[config.mk]
export PLATFORM = sky130hd
export DESIGN_NAME = ssp_core
export DESIGN_NICKNAME = d
export VERILOG_FILES = /design/src/core/ssp_pkg.sv /design/src/core/ssp_core.sv
export SDC_FILE = /design/constraint.sdc
export NUM_CORES = 1
export LEC_CHECK = 0
export BUFFER_PORTS_ARGS = -buffer_cell sky130_fd_sc_hd__buf_2
export CORE_MARGIN = 5
export CORE_UTILIZATION = 52
export CTS_BUF_LIST = sky130_fd_sc_hd__clkbuf_4
export CTS_CLUSTER_SIZE = 28
export DETAILED_ROUTE_END_ITERATION = 7
export GPL_TIMING_DRIVEN = 0
export PLACE_DENSITY = 0.88
export SYNTH_ARGS = -nofsm -noshare
export SYNTH_HDL_FRONTEND = slang
export SYNTH_SLANG_ARGS = --single-unit
export TNS_END_PERCENT = 50
[constraint.sdc]
create_clock -name clk -period 5.6 [get_ports clk]
set_input_delay 0.56 -clock clk [delete_from_list [all_inputs] [get_ports clk]]
set_output_delay 0.56 -clock clk [all_outputs]
set_load 0.05 [all_outputs]
[src/core/ssp_pkg.sv]
// Purpose: shared constants and types for the serial unit spi core
// Assumes: 8-bit registers on a 32-bit avalon-mm slave, word aligned
// Notes:   register indices times four give the byte address

package ssp_pkg;

	// ------------------------------------------------------------
	// register indices (byte address = index * 4)
	// ------------------------------------------------------------
	localparam logic [7:0] IDX_OUT_CTRL = 8'h8F;
	localparam logic [7:0] IDX_SPI_CTRL = 8'h9D;
	localparam logic [7:0] IDX_SPI_STAT = 8'h9E;
	localparam logic [7:0] IDX_SPI_DATA = 8'h9F;
	localparam logic [7:0] IDX_EV_STAT = 8'hA0;
	localparam logic [7:0] IDX_EV_EN = 8'hA1;
	localparam logic [7:0] IDX_EV_CLR = 8'hA2;

	// ------------------------------------------------------------
	// field positions
	// ------------------------------------------------------------
	localparam int OC_PROT_HI = 7;
	localparam int OC_PROT_LO = 6;
	localparam int CT_SPI_ON = 7;
	localparam int CT_ROLE = 5;
	localparam int CT_IDLE_LVL = 4;
	localparam int CT_SAMPLE = 3;
	localparam int ST_DONE = 7;
	localparam int ST_WRITE_COLLISION_FLAG = 6;
	localparam int ST_TXE = 3;
	localparam int ST_ORDER = 2;
	localparam int ST_IRQ_EN = 0;
	localparam int EV_DONE = 0;
	localparam int EV_WRITE_COLLISION_FLAG = 1;
	localparam int EV_TXE = 2;

	// ------------------------------------------------------------
	// encodings, reset values and counts
	// ------------------------------------------------------------
	localparam logic [1:0] PROT_OFF = 2'h0;
	localparam logic [1:0] PROT_SPI = 2'h1;
	localparam logic [1:0] PROT_TWI = 2'h2;
	localparam logic [1:0] PROT_UART = 2'h3;
	localparam logic [7:0] RST_BYTE = 8'h00;
	localparam logic [2:0] RST_EV = 3'h0;
	localparam logic [8:0] HALF_BASE = 9'h002;
	localparam logic [3:0] LAST_EDGE = 4'hF;
	localparam logic [3:0] FIRST_EDGE_DONE = 4'h1;

	typedef enum logic [1:0]
	{
		SSP_IDLE = 2'b00,
		SSP_RUN = 2'b01,
		SSP_DRAIN = 2'b11
	} ssp_state_e;

endpackage : ssp_pkg

[src/core/ssp_core.sv]
// Purpose: spi personality of the shared serial unit with its registers
// Assumes: one clock domain; spi pins pass two flops before use
// Notes:   avalon-mm slave with one wait cycle per access
//
// Operation
// - protocol select: off, spi, twi, uart
// - twi personality acts only as slave
// - uart personality: 10 and 11 bit frames
// - control bit 7 enables spi, resets 0
// - control bit 5 selects master or slave
// - control bit 4 sets clock idle level
// - control bit 3 picks first/second sampling edge
// - rate field divides clock /4 to /512
// - done flag set on byte end, sw clears
// - collision flag set on conflicting data write
// - tx empty flag set when buffer empties
// - status bit 2 picks msb/lsb first
// - irq when done flag and enable both set
// - data write loads tx, read gives rx
// - slave sends zero byte when nothing loaded
// - unselected slave floats output, ignores clock
// - slave holds rx until done flag cleared
`timescale 1ns/100ps

module ssp_core
	import ssp_pkg::*;
#(
	parameter int ADDR_W = 10
)
(
	input wire logic clk,
	input wire logic rst,
	input wire logic [ADDR_W-1:0] address,
	input wire logic read,
	input wire logic write,
	input wire logic [31:0] writedata,
	input wire logic [3:0] byteenable,
	output logic [31:0] readdata,
	output logic waitrequest,
	output logic irq,
	output logic twiEnable,
	output logic uartEnable,
	input wire logic sckIn,
	output logic sckOut,
	output logic sckOe,
	input wire logic mosiIn,
	output logic mosiOut,
	output logic mosiOe,
	input wire logic misoIn,
	output logic misoOut,
	output logic misoOe,
	input wire logic slaveSelN
);

	// ------------------------------------------------------------
	// helper functions
	// ------------------------------------------------------------
	// half of the serial clock period in system clocks
	function automatic logic [8:0] halfLimit(input logic [2:0] rate);
		halfLimit = HALF_BASE << rate;
	endfunction : halfLimit

	// one shift step; new bit enters opposite the outgoing end
	function automatic logic [7:0] shiftStep(input logic [7:0] cur, input logic din,
		input logic lsbFirst);
		shiftStep = lsbFirst ? {din, cur[7:1]} : {cur[6:0], din};
	endfunction : shiftStep

	// ------------------------------------------------------------
	// declarations
	// ------------------------------------------------------------
	logic ackQ;
	logic [1:0] protSel;
	logic [3:0] outCtrlLow;
	logic spiOn, roleMaster, clock_idle_level, sample_edge_select;
	logic [2:0] rate;
	logic doneFlag, wcolFlag, txeFlag, lsbFirst, transfer_irq_enable;
	logic [7:0] txBuf, txShift, rxShift, rxData;
	logic txFull;
	logic [3:0] edgeIdx;
	logic [8:0] halfCnt;
	logic sckPhase;
	logic [1:0] captPipe;
	logic [2:0] evStatus, evEnable;
	ssp_state_e state, next_state;
	logic sckMeta, sckSync, sckPrev;
	logic mosiMeta, mosiSync, misoMeta, misoSync, ssMeta, ssSync;

	// ------------------------------------------------------------
	// pin synchronisers
	// ------------------------------------------------------------
	// two flops per pin, a third on sck for edge detect; the first stage feeds no logic
	always_ff @(posedge clk)
	begin
		if (rst)
		begin
			{sckMeta, sckSync, sckPrev} <= 3'h0;
			{mosiMeta, mosiSync, misoMeta, misoSync} <= 4'h0;
			{ssMeta, ssSync} <= 2'h3;
		end
		else
		begin
			{sckMeta, sckSync, sckPrev} <= {sckIn, sckMeta, sckSync};
			{mosiMeta, mosiSync} <= {mosiIn, mosiMeta};
			{misoMeta, misoSync} <= {misoIn, misoMeta};
			{ssMeta, ssSync} <= {slaveSelN, ssMeta};
		end
	end

	// ------------------------------------------------------------
	// bus decode
	// ------------------------------------------------------------
	// every access waits exactly one cycle, reads and writes alike
	wire busReq = read | write;
	wire [7:0] addrIdx = address[ADDR_W-1:2];
	wire aligned = (address[1:0] == 2'h0);
	wire wrFire = write & ackQ & byteenable[0];
	wire [7:0] wd = writedata[7:0];
	wire wrOutCtrl = wrFire & aligned & (addrIdx == IDX_OUT_CTRL);
	wire wrSpiCtrl = wrFire & aligned & (addrIdx == IDX_SPI_CTRL);
	wire wrSpiStat = wrFire & aligned & (addrIdx == IDX_SPI_STAT);
	wire wrSpiData = wrFire & aligned & (addrIdx == IDX_SPI_DATA);
	wire wrEvEn = wrFire & aligned & (addrIdx == IDX_EV_EN);
	wire wrEvClr = wrFire & aligned & (addrIdx == IDX_EV_CLR);
	assign waitrequest = busReq & ~ackQ;

	// ------------------------------------------------------------
	// mode decode
	// ------------------------------------------------------------
	// protocol select decode
	wire spiMode = (protSel == PROT_SPI);
	// twi slave only; no clock or data drive here
	assign twiEnable = (protSel == PROT_TWI);
	assign uartEnable = (protSel == PROT_UART);
	wire spiActive = spiMode & spiOn;
	// select seen only through the synchroniser
	wire selected = ~ssSync;

	// ------------------------------------------------------------
	// transfer engine control
	// ------------------------------------------------------------
	// divider half period
	wire [8:0] halfLim = halfLimit(rate);
	wire halfTick = (state != SSP_IDLE) & (halfCnt == halfLim - 9'h001);
	wire slaveEdge = sckSync ^ sckPrev;
	// a pending done flag freezes the slave
	wire slaveLive = spiActive & ~roleMaster & selected & ~doneFlag;
	// master starts itself, slave waits for an edge
	wire masterStart = spiActive & roleMaster & (state == SSP_IDLE) & txFull;
	wire slaveStart = slaveLive & (state == SSP_IDLE) & slaveEdge;
	wire startNow = masterStart | slaveStart;
	// leaving spi or deselect aborts the byte
	wire abort = ~spiActive | (~roleMaster & ~selected);
	wire edgeHit = roleMaster ? ((state == SSP_RUN) & halfTick)
		: (slaveLive & slaveEdge & (state != SSP_DRAIN));
	// sample on first or second edge of each bit
	wire sampleEdge = edgeHit & (edgeIdx[0] == sample_edge_select);
	wire shiftEdge = edgeHit & (edgeIdx[0] != sample_edge_select) & ~(sample_edge_select & (edgeIdx == 4'h0));
	wire lastEdge = edgeHit & (edgeIdx == LAST_EDGE);
	// an abort in the drain cycle must not raise the done flag
	wire finish = (state == SSP_DRAIN) & ~abort & (roleMaster ? halfTick : 1'b1);

	// master reads miso two clocks late, the pin settled at its edge
	wire captStrobe = roleMaster ? captPipe[1] : sampleEdge;
	wire dataIn = roleMaster ? misoSync : mosiSync;
	wire [7:0] rxIn = shiftStep(rxShift, dataIn, lsbFirst);
	wire [7:0] next_rxShift = captStrobe ? rxIn : rxShift;
	// idle shifter holds the buffer or a zero byte
	wire [7:0] txLoad = txFull ? txBuf : RST_BYTE;
	wire [7:0] next_txShift = (state == SSP_IDLE) ? txLoad
		: (shiftEdge ? shiftStep(txShift, 1'b0, lsbFirst) : txShift);
	wire next_sckPhase = (state == SSP_IDLE) | abort ? 1'b0 : sckPhase ^ (roleMaster & edgeHit);
	wire [3:0] next_edgeIdx = slaveStart ? FIRST_EDGE_DONE
		: ((state == SSP_IDLE) | abort ? 4'h0 : edgeIdx + {3'h0, edgeHit});
	wire [8:0] next_halfCnt = (state == SSP_IDLE) | halfTick ? 9'h000 : halfCnt + 9'h001;

	// ------------------------------------------------------------
	// flag events
	// ------------------------------------------------------------
	// busy or loaded buffer makes a data write collide
	wire collide = wrSpiData & spiActive & (txFull | (state != SSP_IDLE) | startNow);
	wire txEmptied = startNow & txFull;
	wire [2:0] evSet = {txEmptied, collide, finish};

	// ------------------------------------------------------------
	// state machine
	// ------------------------------------------------------------
	always_comb
	begin
		next_state = state;
		unique case (state)
			SSP_IDLE:
			begin
				if (startNow)
					next_state = SSP_RUN;
			end
			SSP_RUN:
			begin
				if (abort)
					next_state = SSP_IDLE;
				else if (lastEdge)
					next_state = SSP_DRAIN;
			end
			SSP_DRAIN:
			begin
				if (abort | finish)
					next_state = SSP_IDLE;
			end
			default:
			begin
				next_state = SSP_IDLE;
			end
		endcase
	end

	// engine registers
	always_ff @(posedge clk)
	begin
		if (rst)
		begin
			state <= SSP_IDLE;
			edgeIdx <= 4'h0;
			halfCnt <= 9'h000;
			sckPhase <= 1'b0;
			captPipe <= 2'h0;
			txShift <= RST_BYTE;
			rxShift <= RST_BYTE;
		end
		else
		begin
			state <= next_state;
			edgeIdx <= next_edgeIdx;
			halfCnt <= next_halfCnt;
			sckPhase <= next_sckPhase;
			captPipe <= {captPipe[0], sampleEdge & roleMaster};
			txShift <= next_txShift;
			rxShift <= next_rxShift;
		end
	end

	// ------------------------------------------------------------
	// pin drivers
	// ------------------------------------------------------------
	// clock rests at the idle level outside a byte
	always_ff @(posedge clk)
	begin
		if (rst)
		begin
			sckOut <= 1'b0;
			mosiOut <= 1'b0;
			misoOut <= 1'b0;
		end
		else
		begin
			sckOut <= clock_idle_level ^ next_sckPhase;
			mosiOut <= lsbFirst ? next_txShift[0] : next_txShift[7];
			misoOut <= lsbFirst ? next_txShift[0] : next_txShift[7];
		end
	end

	// only an enabled master drives clock and mosi
	assign sckOe = spiActive & roleMaster;
	assign mosiOe = spiActive & roleMaster;
	assign misoOe = spiActive & ~roleMaster & selected;

	// ------------------------------------------------------------
	// configuration registers
	// ------------------------------------------------------------
	always_ff @(posedge clk)
	begin
		if (rst)
		begin
			protSel <= PROT_OFF;
			outCtrlLow <= 4'h0;
			{spiOn, roleMaster, clock_idle_level, sample_edge_select} <= 4'h0;
			rate <= 3'h0;
			{lsbFirst, transfer_irq_enable} <= 2'h0;
			evEnable <= RST_EV;
		end
		else
		begin
			if (wrOutCtrl)
			begin
				protSel <= wd[OC_PROT_HI:OC_PROT_LO];
				outCtrlLow <= wd[3:0];
			end
			if (wrSpiCtrl)
			begin
				spiOn <= wd[CT_SPI_ON];
				roleMaster <= wd[CT_ROLE];
				clock_idle_level <= wd[CT_IDLE_LVL];
				sample_edge_select <= wd[CT_SAMPLE];
				rate <= wd[2:0];
			end
			if (wrSpiStat)
			begin
				lsbFirst <= wd[ST_ORDER];
				transfer_irq_enable <= wd[ST_IRQ_EN];
			end
			if (wrEvEn)
				evEnable <= wd[2:0];
		end
	end

	// ------------------------------------------------------------
	// status flags and data path
	// ------------------------------------------------------------
	// a write of 0 clears a flag; a same-cycle hardware set wins
	wire clrDone = wrSpiStat & ~wd[ST_DONE];
	wire clrWcol = wrSpiStat & ~wd[ST_WRITE_COLLISION_FLAG];
	wire clrTxe = wrSpiStat & ~wd[ST_TXE];

	always_ff @(posedge clk)
	begin
		if (rst)
		begin
			{doneFlag, wcolFlag, txeFlag} <= 3'h0;
			evStatus <= RST_EV;
		end
		else
		begin
			doneFlag <= finish | (doneFlag & ~clrDone);
			wcolFlag <= collide | (wcolFlag & ~clrWcol);
			txeFlag <= txEmptied | (txeFlag & ~clrTxe);
			evStatus <= evSet | (evStatus & ~(wrEvClr ? wd[2:0] : 3'h0));
		end
	end

	// data write fills the tx buffer, rx latched at byte end
	always_ff @(posedge clk)
	begin
		if (rst)
		begin
			txBuf <= RST_BYTE;
			txFull <= 1'b0;
			rxData <= RST_BYTE;
		end
		else
		begin
			if (wrSpiData & ~collide)
				txBuf <= wd;
			// collided writes leave buffer and shifter untouched
			txFull <= (wrSpiData & ~collide) | (txFull & ~startNow);
			// received byte kept until next completed byte
			if (finish)
				rxData <= next_rxShift;
		end
	end

	// ------------------------------------------------------------
	// interrupt
	// ------------------------------------------------------------
	// done flag gated by its enable, plus enabled events
	assign irq = (doneFlag & transfer_irq_enable) | (|(evStatus & evEnable));

	// ------------------------------------------------------------
	// read path
	// ------------------------------------------------------------
	wire [7:0] rdOutCtrl = {protSel, 2'h0, outCtrlLow};
	wire [7:0] rdSpiCtrl = {spiOn, 1'b0, roleMaster, clock_idle_level, sample_edge_select, rate};
	wire [7:0] rdSpiStat = {doneFlag, wcolFlag, 2'h0, txeFlag, lsbFirst, 1'b0, transfer_irq_enable};
	// unmapped and write-only addresses read as zero
	wire [7:0] rdMux = ~aligned ? 8'h00
		: (addrIdx == IDX_OUT_CTRL) ? rdOutCtrl
		: (addrIdx == IDX_SPI_CTRL) ? rdSpiCtrl
		: (addrIdx == IDX_SPI_STAT) ? rdSpiStat
		: (addrIdx == IDX_SPI_DATA) ? rxData
		: (addrIdx == IDX_EV_STAT) ? {5'h00, evStatus}
		: (addrIdx == IDX_EV_EN) ? {5'h00, evEnable}
		: 8'h00;

	// read data captured in the wait cycle, valid when waitrequest drops
	always_ff @(posedge clk)
	begin
		if (rst)
		begin
			ackQ <= 1'b0;
			readdata <= 32'h0000_0000;
		end
		else
		begin
			ackQ <= busReq & ~ackQ;
			if (read & ~ackQ)
				readdata <= {24'h00_0000, rdMux};
		end
	end

endmodule : ssp_core

After elaboration in Yosys (flattened, before gate mapping). Cells that the tools add are included.

Output and inout bits: 42. Word-level logic and storage cells: 180. Register bits: 95. Bits of input ports: 54.

Reductions and logical operators: 9. Equal/unequal tests: 20. Add/subtract/negate cells: 3. Multiplexer cells: 27. Shifts and indexed selects: 1. Bitwise gates (word level): 81.

Operator list (number): 2-to-1 mux 8 bit (11); == test 8 bit, second input constant (7); bitwise AND 1 bit (46); NOT 1 bit (15); bitwise OR 1 bit (13); adder 9 x 1 -> 9 bit, second input constant (1); == test 9 bit (1); 2-to-1 mux 3 bit (3); left shift 2 x 3 -> 9 bit, first input constant (1); subtractor 9 x 1 -> 9 bit, second input constant (1); 2-to-1 mux 1 bit (8); 2-to-1 mux 2 bit (4); bitwise AND 3 bit (2); == test 2 bit, second input constant (3); one-hot mux 2 bit (3 select lines) (1); OR reduction 3 bit (2); adder 4 x 1 -> 4 bit (1); == test 2 x 1 -> 1 bit, second input constant (2); == test 4 bit, second input constant (1); logical NOT 2 bit (2); logical NOT 4 bit (1); != test 2 bit, second input constant (2); nonzero test 2 bit (2); != test 3 bit, second input constant (1); 8 further kinds (10).

Longest topological paths before layout. Gate-level depths: netlist of run 1.

Word-level depth: 13. Mapped depth: 10. Depth with buffers taken out: 9.

Least setup slack after synthesis of run 1. Ideal clock, no wire load.

Kind: input -> register. Start point: in address[7]. End point: reg txBuf[0]. Setup slack: 3.403 ns. Required time: 5.472 ns. Data arrival time: 2.069 ns. Path buffers: 1. Cell stages on the path: 8. Setup time: 0.128 ns. Cells stage by stage: and3b_1 -> and3_1 -> buf_2 -> nand2_1 -> or3_1 -> nor2_4 -> mux2i_1 -> nor2_1.

Cells in the longest elaborated chain, start to end: 6.

Ends and longest elaborated chain: from (decl) (RTL line ssp_core.sv:33) `input wire logic [ADDR_W-1:0] address,`; == test 8 bit (*) (RTL line ssp_core.sv:122) `wire wrSpiData = wrFire & aligned & (addrIdx == IDX_SPI_DATA);`; bitwise AND 1 bit (*) (RTL line ssp_core.sv:122); bitwise AND 1 bit (2 in a row) (RTL line ssp_core.sv:181) `wire collide = wrSpiData & spiActive & (txFull | (state != SSP_IDLE) | startNow);`; NOT 1 bit (RTL line ssp_core.sv:340) `if (wrSpiData & ~collide)`; bitwise AND 1 bit (*) (RTL line ssp_core.sv:340); to (signal assigned) (RTL line ssp_core.sv:341) `txBuf <= wd;`; to (decl) (RTL line ssp_core.sv:78) `logic [7:0] txBuf, txShift, rxShift, rxData;`.

Every way passes the cells marked *; elsewhere a longest branch is shown, timed or not. A chain may end at the register's enable or synchronous reset.

Worst setup path after layout of run 1.
Start point: reg roleMaster. End point: out misoOe.

Cells in the longest elaborated chain, start to end: 3.

Ends and longest elaborated chain: from (decl) (RTL line ssp_core.sv:75) `logic spiOn, roleMaster, clock_idle_level, sample_edge_select;`; from (signal assigned) (RTL line ssp_core.sv:290) `roleMaster <= wd[CT_ROLE];`; NOT 1 bit (RTL line ssp_core.sv:264) `assign misoOe = spiActive & ~roleMaster & selected;`; bitwise AND 1 bit (2 in a row) (RTL line ssp_core.sv:264); to (decl) (RTL line ssp_core.sv:51) `output logic misoOe,`.

Every way passes these cells.

==> results.sh, run 1 <==
export IMPL_status="complete, no violations"
export IMPL_seqPwrFrac=0.590
export IMPL_finalPower_mw=1.15
export IMPL_critPathCaptureType="output pin"
export IMPL_rr_endpoint="rxData[3]"
export IMPL_fmaxAchievable_ghz=0.413
export IMPL_antenna_left=0
export IMPL_clock_sinks=95
export IMPL_start_util=0.533
export IMPL_fin_crit_sh=0.432
export IMPL_fin_setup_tns_ps=0
export IMPL_async_flop_share=0
export IMPL_first_pass_iters=5
export IMPL_cap_violations=0
export IMPL_cp_arrival_ps=1860
export IMPL_synth_cells=524
export IMPL_grt_max_degree=17
export IMPL_setup_reg_to_reg_worst_slack_ps=3250
export IMPL_drv_slew=0
export IMPL_period_minus_slack_ps=2420
export IMPL_diodes=0
export IMPL_cts_made_buffers=9
export IMPL_grt_pass1_wl_mm=17.8
export IMPL_fin_skew_ps=25.3
export IMPL_fin_nets=657
export IMPL_grt_antenna_before_repair=0
export IMPL_synth_flop_cell="dfxtp_1"
export IMPL_rows=34
export IMPL_gp_congestion=0.915
export IMPL_track_usage=0.195
export IMPL_cts_tree="built"
export IMPL_avgViaCountPerCell=5.59
export IMPL_grt_pass1_vias=3832
export IMPL_clk_latency_ps=460
export IMPL_wire_per_inst_um=15.2
export IMPL_ios=96
export IMPL_wl_mm=10.8
export IMPL_crit_fanout=10
export IMPL_ir_worst_vdd_mv=0.129
export IMPL_drt_iter0_markers=254
export IMPL_root_buffer="clkbuf_4"
export IMPL_synth_area_leaders="dfxtp_1 41%, mux2i_1 9.9%, nor2_1 5.4%, buf_4 4.4%, mux2_2 3.4%"
export IMPL_areaGrowthSynthToFinish_pct=12.4
export IMPL_ys_seq_area_frac=0.409
export IMPL_clk_path_buf_depth=2
export IMPL_regToRegStartpoint="rate[2]"
export IMPL_hold_start="slaveSelN"
export IMPL_p_per_area_nw_per_um2=221
export IMPL_finalHoldViolations=0
export IMPL_cts_hold_buf=0
export IMPL_synth_distinct_cells=63
export IMPL_hold_depth=2
export IMPL_grt_overflow_total=0
export IMPL_cts_clk_slew_worst_paths_ps=150
export IMPL_rsz0062_at_grt="false"
export IMPL_die_area_um2=10900
export IMPL_syn_area_um2=4650
export IMPL_swShare=0.262
export IMPL_htree_levels=3
export IMPL_p_leak_nw=2.01
export IMPL_critPathLaunchType="register"
export IMPL_slew_headroom=0.425
export IMPL_fp_dieW_um=105
export IMPL_reg2reg_depth=7
export IMPL_hold_end="ssMeta"
export IMPL_cts_resized=0
export IMPL_core_area_um2=8720
export IMPL_synth_seq_cells=95
export IMPL_yosys_warnings=0
export IMPL_syn_avg_cell_area_um2=8.87
export IMPL_p_int_mw=0.851
export IMPL_port_buffers=42
export IMPL_dr_total_vias=3985
export IMPL_pre_cts_slack_ps=3030
export IMPL_yosysTopAreaCellShare=0.409
export IMPL_die_h_um=105
export IMPL_yosys_area_top_type="dfxtp_1"
export IMPL_synth_edf_count=0
export IMPL_drc=0
export IMPL_setup_viol=0
export IMPL_cts_setup_buffers=0
export IMPL_pwr_share_comb=0.084
export IMPL_post_dp_hpwl_mm=8.29
export IMPL_cp_required_ps=5040
export IMPL_holdCritPathClass="in -> reg"
export IMPL_drive_above_1_share=0.203
export IMPL_p_sw_mw=0.303
export IMPL_critPathKind="reg -> out"
export IMPL_worstMarginPinSlew_ps=851
export IMPL_fin_ws_ps=3180
export IMPL_power_frac_clock=0.326
-- flip-flops by register name, indices dropped and copies added (netlist names), 3 cells and up --
register / flops
halfCnt: 9
readdata: 8
rxData: 8
rxShift: 8
txBuf: 8
txShift: 8
edgeIdx: 4
outCtrlLow: 4
evEnable: 3
evStatus: 3
rate: 3
-- cell usage after synthesis (4+ instances only) --
cell type   n
clkbuf_1   19
nor3_1     11
a21oi_1    26
a22oi_1     5
or2_2       4
o21ai_0    16
mux2i_1    46
inv_1       9
nand4_1     4
o21ai_1     6
a211oi_1    6
buf_2       5
and3_1      7
mux2_2     14
a211o_1     5
a31oi_1     6
and2_1      4
nand3_1    12
xnor2_1     4
and3b_1     4
nand2b_1    5
xor2_1      8
buf_4      27
nor2_1     67
nand2_1    41
dfxtp_1    95
nor2b_1    15
-- worst max-delay path by stage --
stage	startpoint	to	slack, ps
floorplan	address[7]	txBuf[0]	3400
global placement	address[7]	txBuf[0]	3070
detailed placement	address[7]	txBuf[0]	3030
CTS	roleMaster	misoOe	3150
global route	roleMaster	misoOe	3060
finish	roleMaster	misoOe	3180
-- metrics by stage --
step	cells	area (µm²)	utilization	hold slack (ps)
floorplan	547	4730	-	389
global placement	697	5080	0.582	396
detailed placement	697	5080	0.582	392
CTS	713	5220	0.599	268
global route	713	5220	0.599	290
finish	713	5220	0.599	297
-- logic make-up (layout without fill, tap and decap cells) --
logic type                 after synthesis  count (layout)  synth area share
buffers and inverters                   65             123            0.0775
and+or+nand+nor                        192             192             0.205
muxes                                   60              60             0.133
xor gates and xnor gates                12              12            0.0226
other                                    1              24          0.000807
adders and majority gates                3               3           0.00808
AOI/OAI and AO/OA                       96              96             0.143
DFF                                     95              95             0.409
-- per-layer routing --
layer  GRT usage  wire length [µm]  vias to the layer above
li1            -                 -                     1934
met1       0.241              4640                     1896
met4      0.0823               234                        0
met2       0.323              5200                      132
met5           0                 0                        -
met3      0.0487               772                       23
-- area by class of cell --
| type | instances | area [µm²] |
|---|---|---|
| clock inverters | 6 | 70.1 |
| clock buffers | 10 | 75.1 |
| repair buffers | 42 | 210 |
| well taps | 108 | 135 |
| plain buffers | 56 | 327 |
| fillers | 772 | 3500 |
| flip-flops and latches | 95 | 1900 |
| inverters | 9 | 33.8 |
| multi-input cells | 387 | 2470 |
-- power groups by stage --
stage	Sequential, mW	Clock, mW	Combinational [mW]
after global placement	0.696	0	0.0934
after floorplan	0.696	0	0.0735
after detailed placement	0.696	0	0.0948
after CTS	0.681	0.386	0.0949
final	0.681	0.376	0.0964
after global routing	0.682	0.410	0.103
-- cell usage in the layout (no fill, tap or decap), types with 7 or more instances in the layout --
master,count
conb_1,24
nand3_1,12
clkbuf_1,19
buf_4,27
clkbuf_4,10
nand2_1,41
nor3_1,11
xor2_1,8
and3_1,7
nor2_1,67
buf_2,47
inv_1,9
a21oi_1,26
mux2_2,14
mux2i_1,46
o21ai_0,16
dfxtp_1,95
nor2b_1,15
-- worst max-delay path, stage by stage, from the launching register on --
cell and delay (ps):
dfxtp_1 360, clkbuf_1 370, inv_1 260, and3_1 210, buf_2 210
(Power assumes the default switching activity.)
==> run 2: changes to the inputs <==
--- a/config.mk
+++ b/config.mk
@@ -7,12 +7,12 @@
 export LEC_CHECK = 0
 export BUFFER_PORTS_ARGS = -buffer_cell sky130_fd_sc_hd__buf_2
 export CORE_MARGIN = 5
-export CORE_UTILIZATION = 52
+export CORE_UTILIZATION = 51
 export CTS_BUF_LIST = sky130_fd_sc_hd__clkbuf_4
 export CTS_CLUSTER_SIZE = 28
 export DETAILED_ROUTE_END_ITERATION = 7
 export GPL_TIMING_DRIVEN = 0
-export PLACE_DENSITY = 0.88
+export PLACE_DENSITY = 0.9
 export SYNTH_ARGS = -nofsm -noshare
 export SYNTH_HDL_FRONTEND = slang
 export SYNTH_SLANG_ARGS = --single-unit
==> constraint.sdc (replaced) <==
create_clock -name clk -period 2.2 [get_ports clk]
set_input_delay 0.22 -clock clk [delete_from_list [all_inputs] [get_ports clk]]
set_output_delay 0.22 -clock clk [all_outputs]
set_load 0.05 [all_outputs]
==> run 2 against run 1 <==
  * Critical path depth grew 5
  * Die area grew 1.8%
  * Clock power grew to 2.5 times the previous value
  * Non-clock buffer count grew 11
  * Hold slack lost 270 ps
  * Utilization grew 1.5 points
==> results.sh, run 2 (synthesized netlist as in run 1, its figures left out) <==
export IMPL_grt_max_degree=17
export IMPL_die_h_um=105
export IMPL_clock_sinks=95
export IMPL_dr_total_vias=4091
export IMPL_track_usage=0.204
export IMPL_p_leak_nw=2.10
export IMPL_rsz0062_at_grt="true"
export IMPL_first_pass_iters=5
export IMPL_critical_path_cell_chain="buf_6 -> and3b_1 -> o32ai_2 -> a32o_2 -> and3b_4 -> o2111ai_4 -> buf_6 -> a211o_1 -> a21oi_1"
export IMPL_avgViaCountPerCell=5.65
export IMPL_fin_nets=668
export IMPL_cts_clk_slew_worst_paths_ps=160
export IMPL_top_register="halfCnt"
export IMPL_cp_required_ps=2600
export IMPL_cts_made_buffers=9
export IMPL_finalInstanceArea_um2=5410
export IMPL_core_area_um2=8810
export IMPL_rows=34
export IMPL_cap_violations=0
export IMPL_pre_cts_slack_ps=-94.7
export IMPL_slew_headroom=0.452
export IMPL_drv_slew=0
export IMPL_slowest_delay_ps=360
export IMPL_fin_skew_ps=26.6
export IMPL_start_util=0.528
export IMPL_drive_above_1_share=0.235
export IMPL_drt_iter0_markers=316
export IMPL_p_per_area_nw_per_um2=545
export IMPL_setup_viol=0
export IMPL_finalHoldViolations=0
export IMPL_critPathCaptureType="register"
export IMPL_grt_pass1_vias=3962
export IMPL_grt_overflow_total=0
export IMPL_areaGrowthSynthToFinish_pct=16.3
export IMPL_wl_mm=11.6
export IMPL_placed_cells=697
export IMPL_post_dp_hpwl_mm=8.39
export IMPL_period_minus_slack_ps=2160
export IMPL_clk_path_buf_depth=2
export IMPL_final_cell_mix="90 x dfxtp_1, 67 x nor2_1, 46 x mux2i_1"
export IMPL_fin_crit_sh=0.980
export IMPL_postLayoutCoreUtil=0.614
export IMPL_layout_commonest_cell="dfxtp_1"
export IMPL_crit_fanout=5
export IMPL_grt_antenna_before_repair=0
export IMPL_largest_register_ffs=9
export IMPL_fp_dieW_um=105
export IMPL_diodes=0
export IMPL_fin_cells=724
export IMPL_critPathLaunchType="register"
export IMPL_antenna_left=0
export IMPL_ir_worst_vdd_mv=0.293
export IMPL_gp_congestion=0.900
export IMPL_holdCritPathClass="in -> reg"
export IMPL_critPathKind="reg -> reg"
export IMPL_die_area_um2=11100
export IMPL_root_buffer="clkbuf_4"
export IMPL_clk_latency_ps=470
export IMPL_hold_ws_ps=24.6
export IMPL_slowest_stage="dfxtp_2"
export IMPL_cp_arrival_ps=2560
export IMPL_grt_pass1_wl_mm=18.5
export IMPL_port_buffers=42
export IMPL_crit_path_frequent_cell="buf_6"
export IMPL_cts_tree="built"
export IMPL_htree_levels=3
export IMPL_fmaxAchievable_ghz=0.464
export IMPL_post_dp_cell_area_um2=5080
export IMPL_fin_ws_ps=43.2
export IMPL_drc=0
export IMPL_wire_per_inst_um=16.0
export IMPL_worstMarginPinSlew_ps=810
export IMPL_ios=96
export IMPL_status="complete, no violations"
==> run 2: cell types whose count changed in the layout (fill, tap and decap cells not counted), sizes merged <==
cell / delta
dlygate4sd3: +4
buf: +6
clkinvlp: +2
clkinv: -1
==> run 2: final cells by class <==
class                   instances  area [µm²]
plain buffers                  55         340
clock buffers                   9        67.6
clock inverters                 7        72.6
fillers                       713        3400
inverters                       9        33.8
multi-input cells             387        2530
flip-flops and latches         95        1910
well taps                     108         135
repair buffers                 54         322
==> run 2: power breakdown <==
part           internal (mW)  switching (mW)  total [mW]
registers               1.73         0.00401        1.73
clock network          0.348           0.609       0.957
logic                 0.0736           0.181       0.254
==> run 2: metal layers <==
layer	wire (µm)	vias to the layer above	track usage	part of all wire
met1	4640	1912	0.246	0.40
met4	277	0	0.0890	0.024
met3	941	29	0.0397	0.081
met5	0	-	0	0
met2	5700	200	0.352	0.49
li1	-	1950	-	-
==> run 2: what timing repair did <==
action	4_1_cts	5_1_grt
pin swaps	2	4
endpoints found under the hold margin	4	0
resized for setup	11	18
buffers inserted	3	5
gates cloned	0	0
hold buffers	4	0
endpoints found under the setup margin	15	14
==> run 2: stage by stage <==
stage / power (mW) / setup TNS [ps]
floorplan: 1.96 / 0
global placement: 2.01 / -44.9
detailed placement: 2.01 / -188
CTS: 2.95 / -7.24
global route: 3.04 / -91.9
finish: 2.95 / 0
==> run 2: critical path: cells and delay by family, from the launching register on <==
kind | cells | cell delay (ps)
AOI/OAI and AO/OA | 5 | 1010
and+or+nand+nor | 2 | 420
DFF | 1 | 360
buffers and inverters | 2 | 290
==> run 2: path summary, 6_finish.rpt <==
path / depth (start not counted) / endpoint / slack (ps) / startpoint
worst max-delay path: 9 / rxData[1] / 40 / rate[2]
worst max register to register: 9 / rxData[1] / 40 / rate[2]
worst min register to register: 1 / ssSync / 430 / ssMeta
worst min-delay path: 3 / ackQ / 20 / write
==> run 3: changes to the inputs <==
--- a/config.mk
+++ b/config.mk
@@ -7,12 +7,12 @@
 export LEC_CHECK = 0
 export BUFFER_PORTS_ARGS = -buffer_cell sky130_fd_sc_hd__buf_2
 export CORE_MARGIN = 5
-export CORE_UTILIZATION = 51
+export CORE_UTILIZATION = 32
 export CTS_BUF_LIST = sky130_fd_sc_hd__clkbuf_4
 export CTS_CLUSTER_SIZE = 28
 export DETAILED_ROUTE_END_ITERATION = 7
 export GPL_TIMING_DRIVEN = 0
-export PLACE_DENSITY = 0.9
+export PLACE_DENSITY = 0.65
 export SYNTH_ARGS = -nofsm -noshare
 export SYNTH_HDL_FRONTEND = slang
 export SYNTH_SLANG_ARGS = --single-unit
==> run 3 against run 2 <==
  * Die area increased by 53%
  * Clock-buffer cell count unchanged
  * Global-route usage fell by 6.5 points
  * Cell area grew 2.2%
  * Sequential cell count is the same
  * Via count is 5.2% lower
  * Critical path type unchanged
==> results.sh, run 3 (synthesized netlist as in run 1, its figures left out) <==
export IMPL_die_h_um=131
export IMPL_slowest_delay_ps=350
export IMPL_critPathKind="reg -> reg"
export IMPL_slew_headroom=0.460
export IMPL_post_dp_hpwl_mm=8.51
export IMPL_fin_nets=670
export IMPL_clk_latency_ps=500
export IMPL_seqPwrFrac=0.593
export IMPL_fin_ws_ps=71.7
export IMPL_ir_worst_vdd_mv=0.245
export IMPL_post_dp_cell_area_um2=5170
export IMPL_gp_congestion=0.799
export IMPL_p_sw_mw=0.863
export IMPL_top_register="halfCnt"
export IMPL_htree_levels=3
export IMPL_period_minus_slack_ps=2130
export IMPL_finalInstanceArea_um2=5530
export IMPL_hold_end="ackQ"
export IMPL_p_per_area_nw_per_um2=529
export IMPL_drive_above_1_share=0.235
export IMPL_crit_path_frequent_cell="buf_6"
export IMPL_critical_path_cell_chain="buf_6 -> or3b_1 -> a32o_2 -> and3b_4 -> o2111ai_4 -> buf_6 -> mux2_4"
export IMPL_critPathLaunchType="register"
export IMPL_worstMarginPinSlew_ps=799
export IMPL_antenna_left=0
export IMPL_p_leak_nw=2.10
export IMPL_layout_commonest_cell="dfxtp_1"
export IMPL_drv_slew=0
export IMPL_clock_sinks=95
export IMPL_cap_violations=0
export IMPL_rows=44
export IMPL_fmaxAchievable_ghz=0.470
export IMPL_swShare=0.295
export IMPL_hold_depth=3
export IMPL_setup_reg_to_reg_worst_slack_ps=70
export IMPL_ios=96
export IMPL_reg2reg_depth=7
export IMPL_avgViaCountPerCell=4.83
export IMPL_critPathCaptureType="register"
export IMPL_grt_pass1_wl_mm=18.5
export IMPL_start_util=0.323
export IMPL_grt_overflow_total=0
export IMPL_cp_required_ps=2600
export IMPL_core_area_um2=14400
export IMPL_wl_mm=11.6
export IMPL_drt_iter0_markers=262
export IMPL_fin_skew_ps=23.0
export IMPL_status="complete, no violations"
export IMPL_first_pass_iters=4
export IMPL_finalHoldViolations=0
export IMPL_final_cell_mix="89 x dfxtp_1, 67 x nor2_1, 46 x mux2i_1"
export IMPL_areaGrowthSynthToFinish_pct=19.0
export IMPL_fin_crit_sh=0.967
export IMPL_grt_antenna_before_repair=1
export IMPL_crit_fanout=6
export IMPL_die_area_um2=17000
export IMPL_cts_clk_slew_worst_paths_ps=170
export IMPL_port_buffers=42
export IMPL_drc=0
export IMPL_cp_arrival_ps=2520
export IMPL_cts_tree="built"
export IMPL_wire_per_inst_um=14.4
export IMPL_grt_pass1_vias=3675
export IMPL_root_buffer="clkbuf_4"
export IMPL_fp_dieW_um=131
export IMPL_slowest_stage="dfxtp_2"
export IMPL_p_int_mw=2.06
export IMPL_cts_made_buffers=9
export IMPL_rr_endpoint="rxData[3]"
export IMPL_regToRegStartpoint="halfCnt[2]"
export IMPL_dr_total_vias=3878
export IMPL_clk_path_buf_depth=2
export IMPL_setup_viol=0
export IMPL_grt_max_degree=19
export IMPL_track_usage=0.139
export IMPL_rsz0062_at_grt="true"
export IMPL_holdCritPathClass="in -> reg"
export IMPL_pre_cts_slack_ps=-135
export IMPL_largest_register_ffs=9
export IMPL_hold_start="read"
export IMPL_pwr_share_comb=0.088
export IMPL_power_frac_clock=0.319
[run 3: cell count changes in the layout (fill, tap and decap cells not counted), moves of 2 or more]
cell	previous run	this run
inv_6	1	3
clkinv_2	2	0
mux2_2	12	10
dlygate4sd3_1	4	6
mux2_4	2	4
[run 3: worst max-delay path by stage]
stage | cells past startpoint | start | endpoint | slack (ps)
4_1_cts | 9 | rate[2] | rxData[4] | 0.3
2_1_floorplan | 8 | rate[2] | misoOut | 140
3_5_place_dp | 8 | rate[2] | misoOut | -130
3_3_place_gp | 8 | rate[2] | misoOut | -130
6_report | 7 | halfCnt[2] | rxData[3] | 70
5_1_grt | 9 | rate[2] | rxData[1] | -50
[run 3: per-stage QoR]
| stage | cells | util | total power [mW] | TNS, ps | hold slack, ps |
|---|---|---|---|---|---|
| final | 803 | 0.385 | 2.92 | 0 | 13.1 |
| after detailed placement | 773 | 0.360 | 2.02 | -539 | 398 |
| after CTS | 800 | 0.379 | 2.94 | 0 | 11.6 |
| after floorplan | 547 | - | 1.96 | 0 | 324 |
| after global placement | 773 | 0.360 | 2.02 | -515 | 394 |
| after global routing | 803 | 0.385 | 3.03 | -120 | 18.8 |
[run 3: cell type report]
type	count	area, µm²
Tap cell	184	230
Sequential cell	95	1910
Fill cell	1494	8840
Clock buffer	9	67.6
Clock inverter	7	61.3
Buffer	54	337
Multi-Input combinational cell	387	2540
Antenna cell	1	2.50
Timing Repair Buffer	57	343
Inverter	9	33.8
[run 3: routing by layer]
metal,up-vias,global-route usage,wire length [µm],share of wire
met4,0,0.0617,271,0.023
met1,1804,0.186,5310,0.46
met3,17,0.0256,658,0.057
met2,108,0.220,5340,0.46
li1,1949,-,-,-
met5,-,0,0,0
[run 3: timing repair]
action / 4_1_cts / 5_1_grt
buffers inserted: 5 / 3
hold buffers: 6 / 0
endpoints found under the setup margin: 10 / 38
cloned: 0 / 1
pin swaps: 2 / 4
endpoints found under the hold margin: 7 / 0
gates resized for setup: 11 / 21
[run 3: power groups by stage]
stage | clock network, mW | logic, mW | registers, mW
global placement | 0 | 0.245 | 1.77
detailed placement | 0 | 0.245 | 1.77
CTS | 0.949 | 0.253 | 1.73
global route | 1.02 | 0.275 | 1.74
finish | 0.932 | 0.256 | 1.73
floorplan | 0 | 0.187 | 1.77
[run 3: critical path, delay by kind of cell (launching register included)]
family	cells	cell delay [ps]
AOI/OAI and AO/OA	2	570
and+or+nand+nor	2	560
DFF	1	350
muxes	1	290
buffers and inverters	2	270
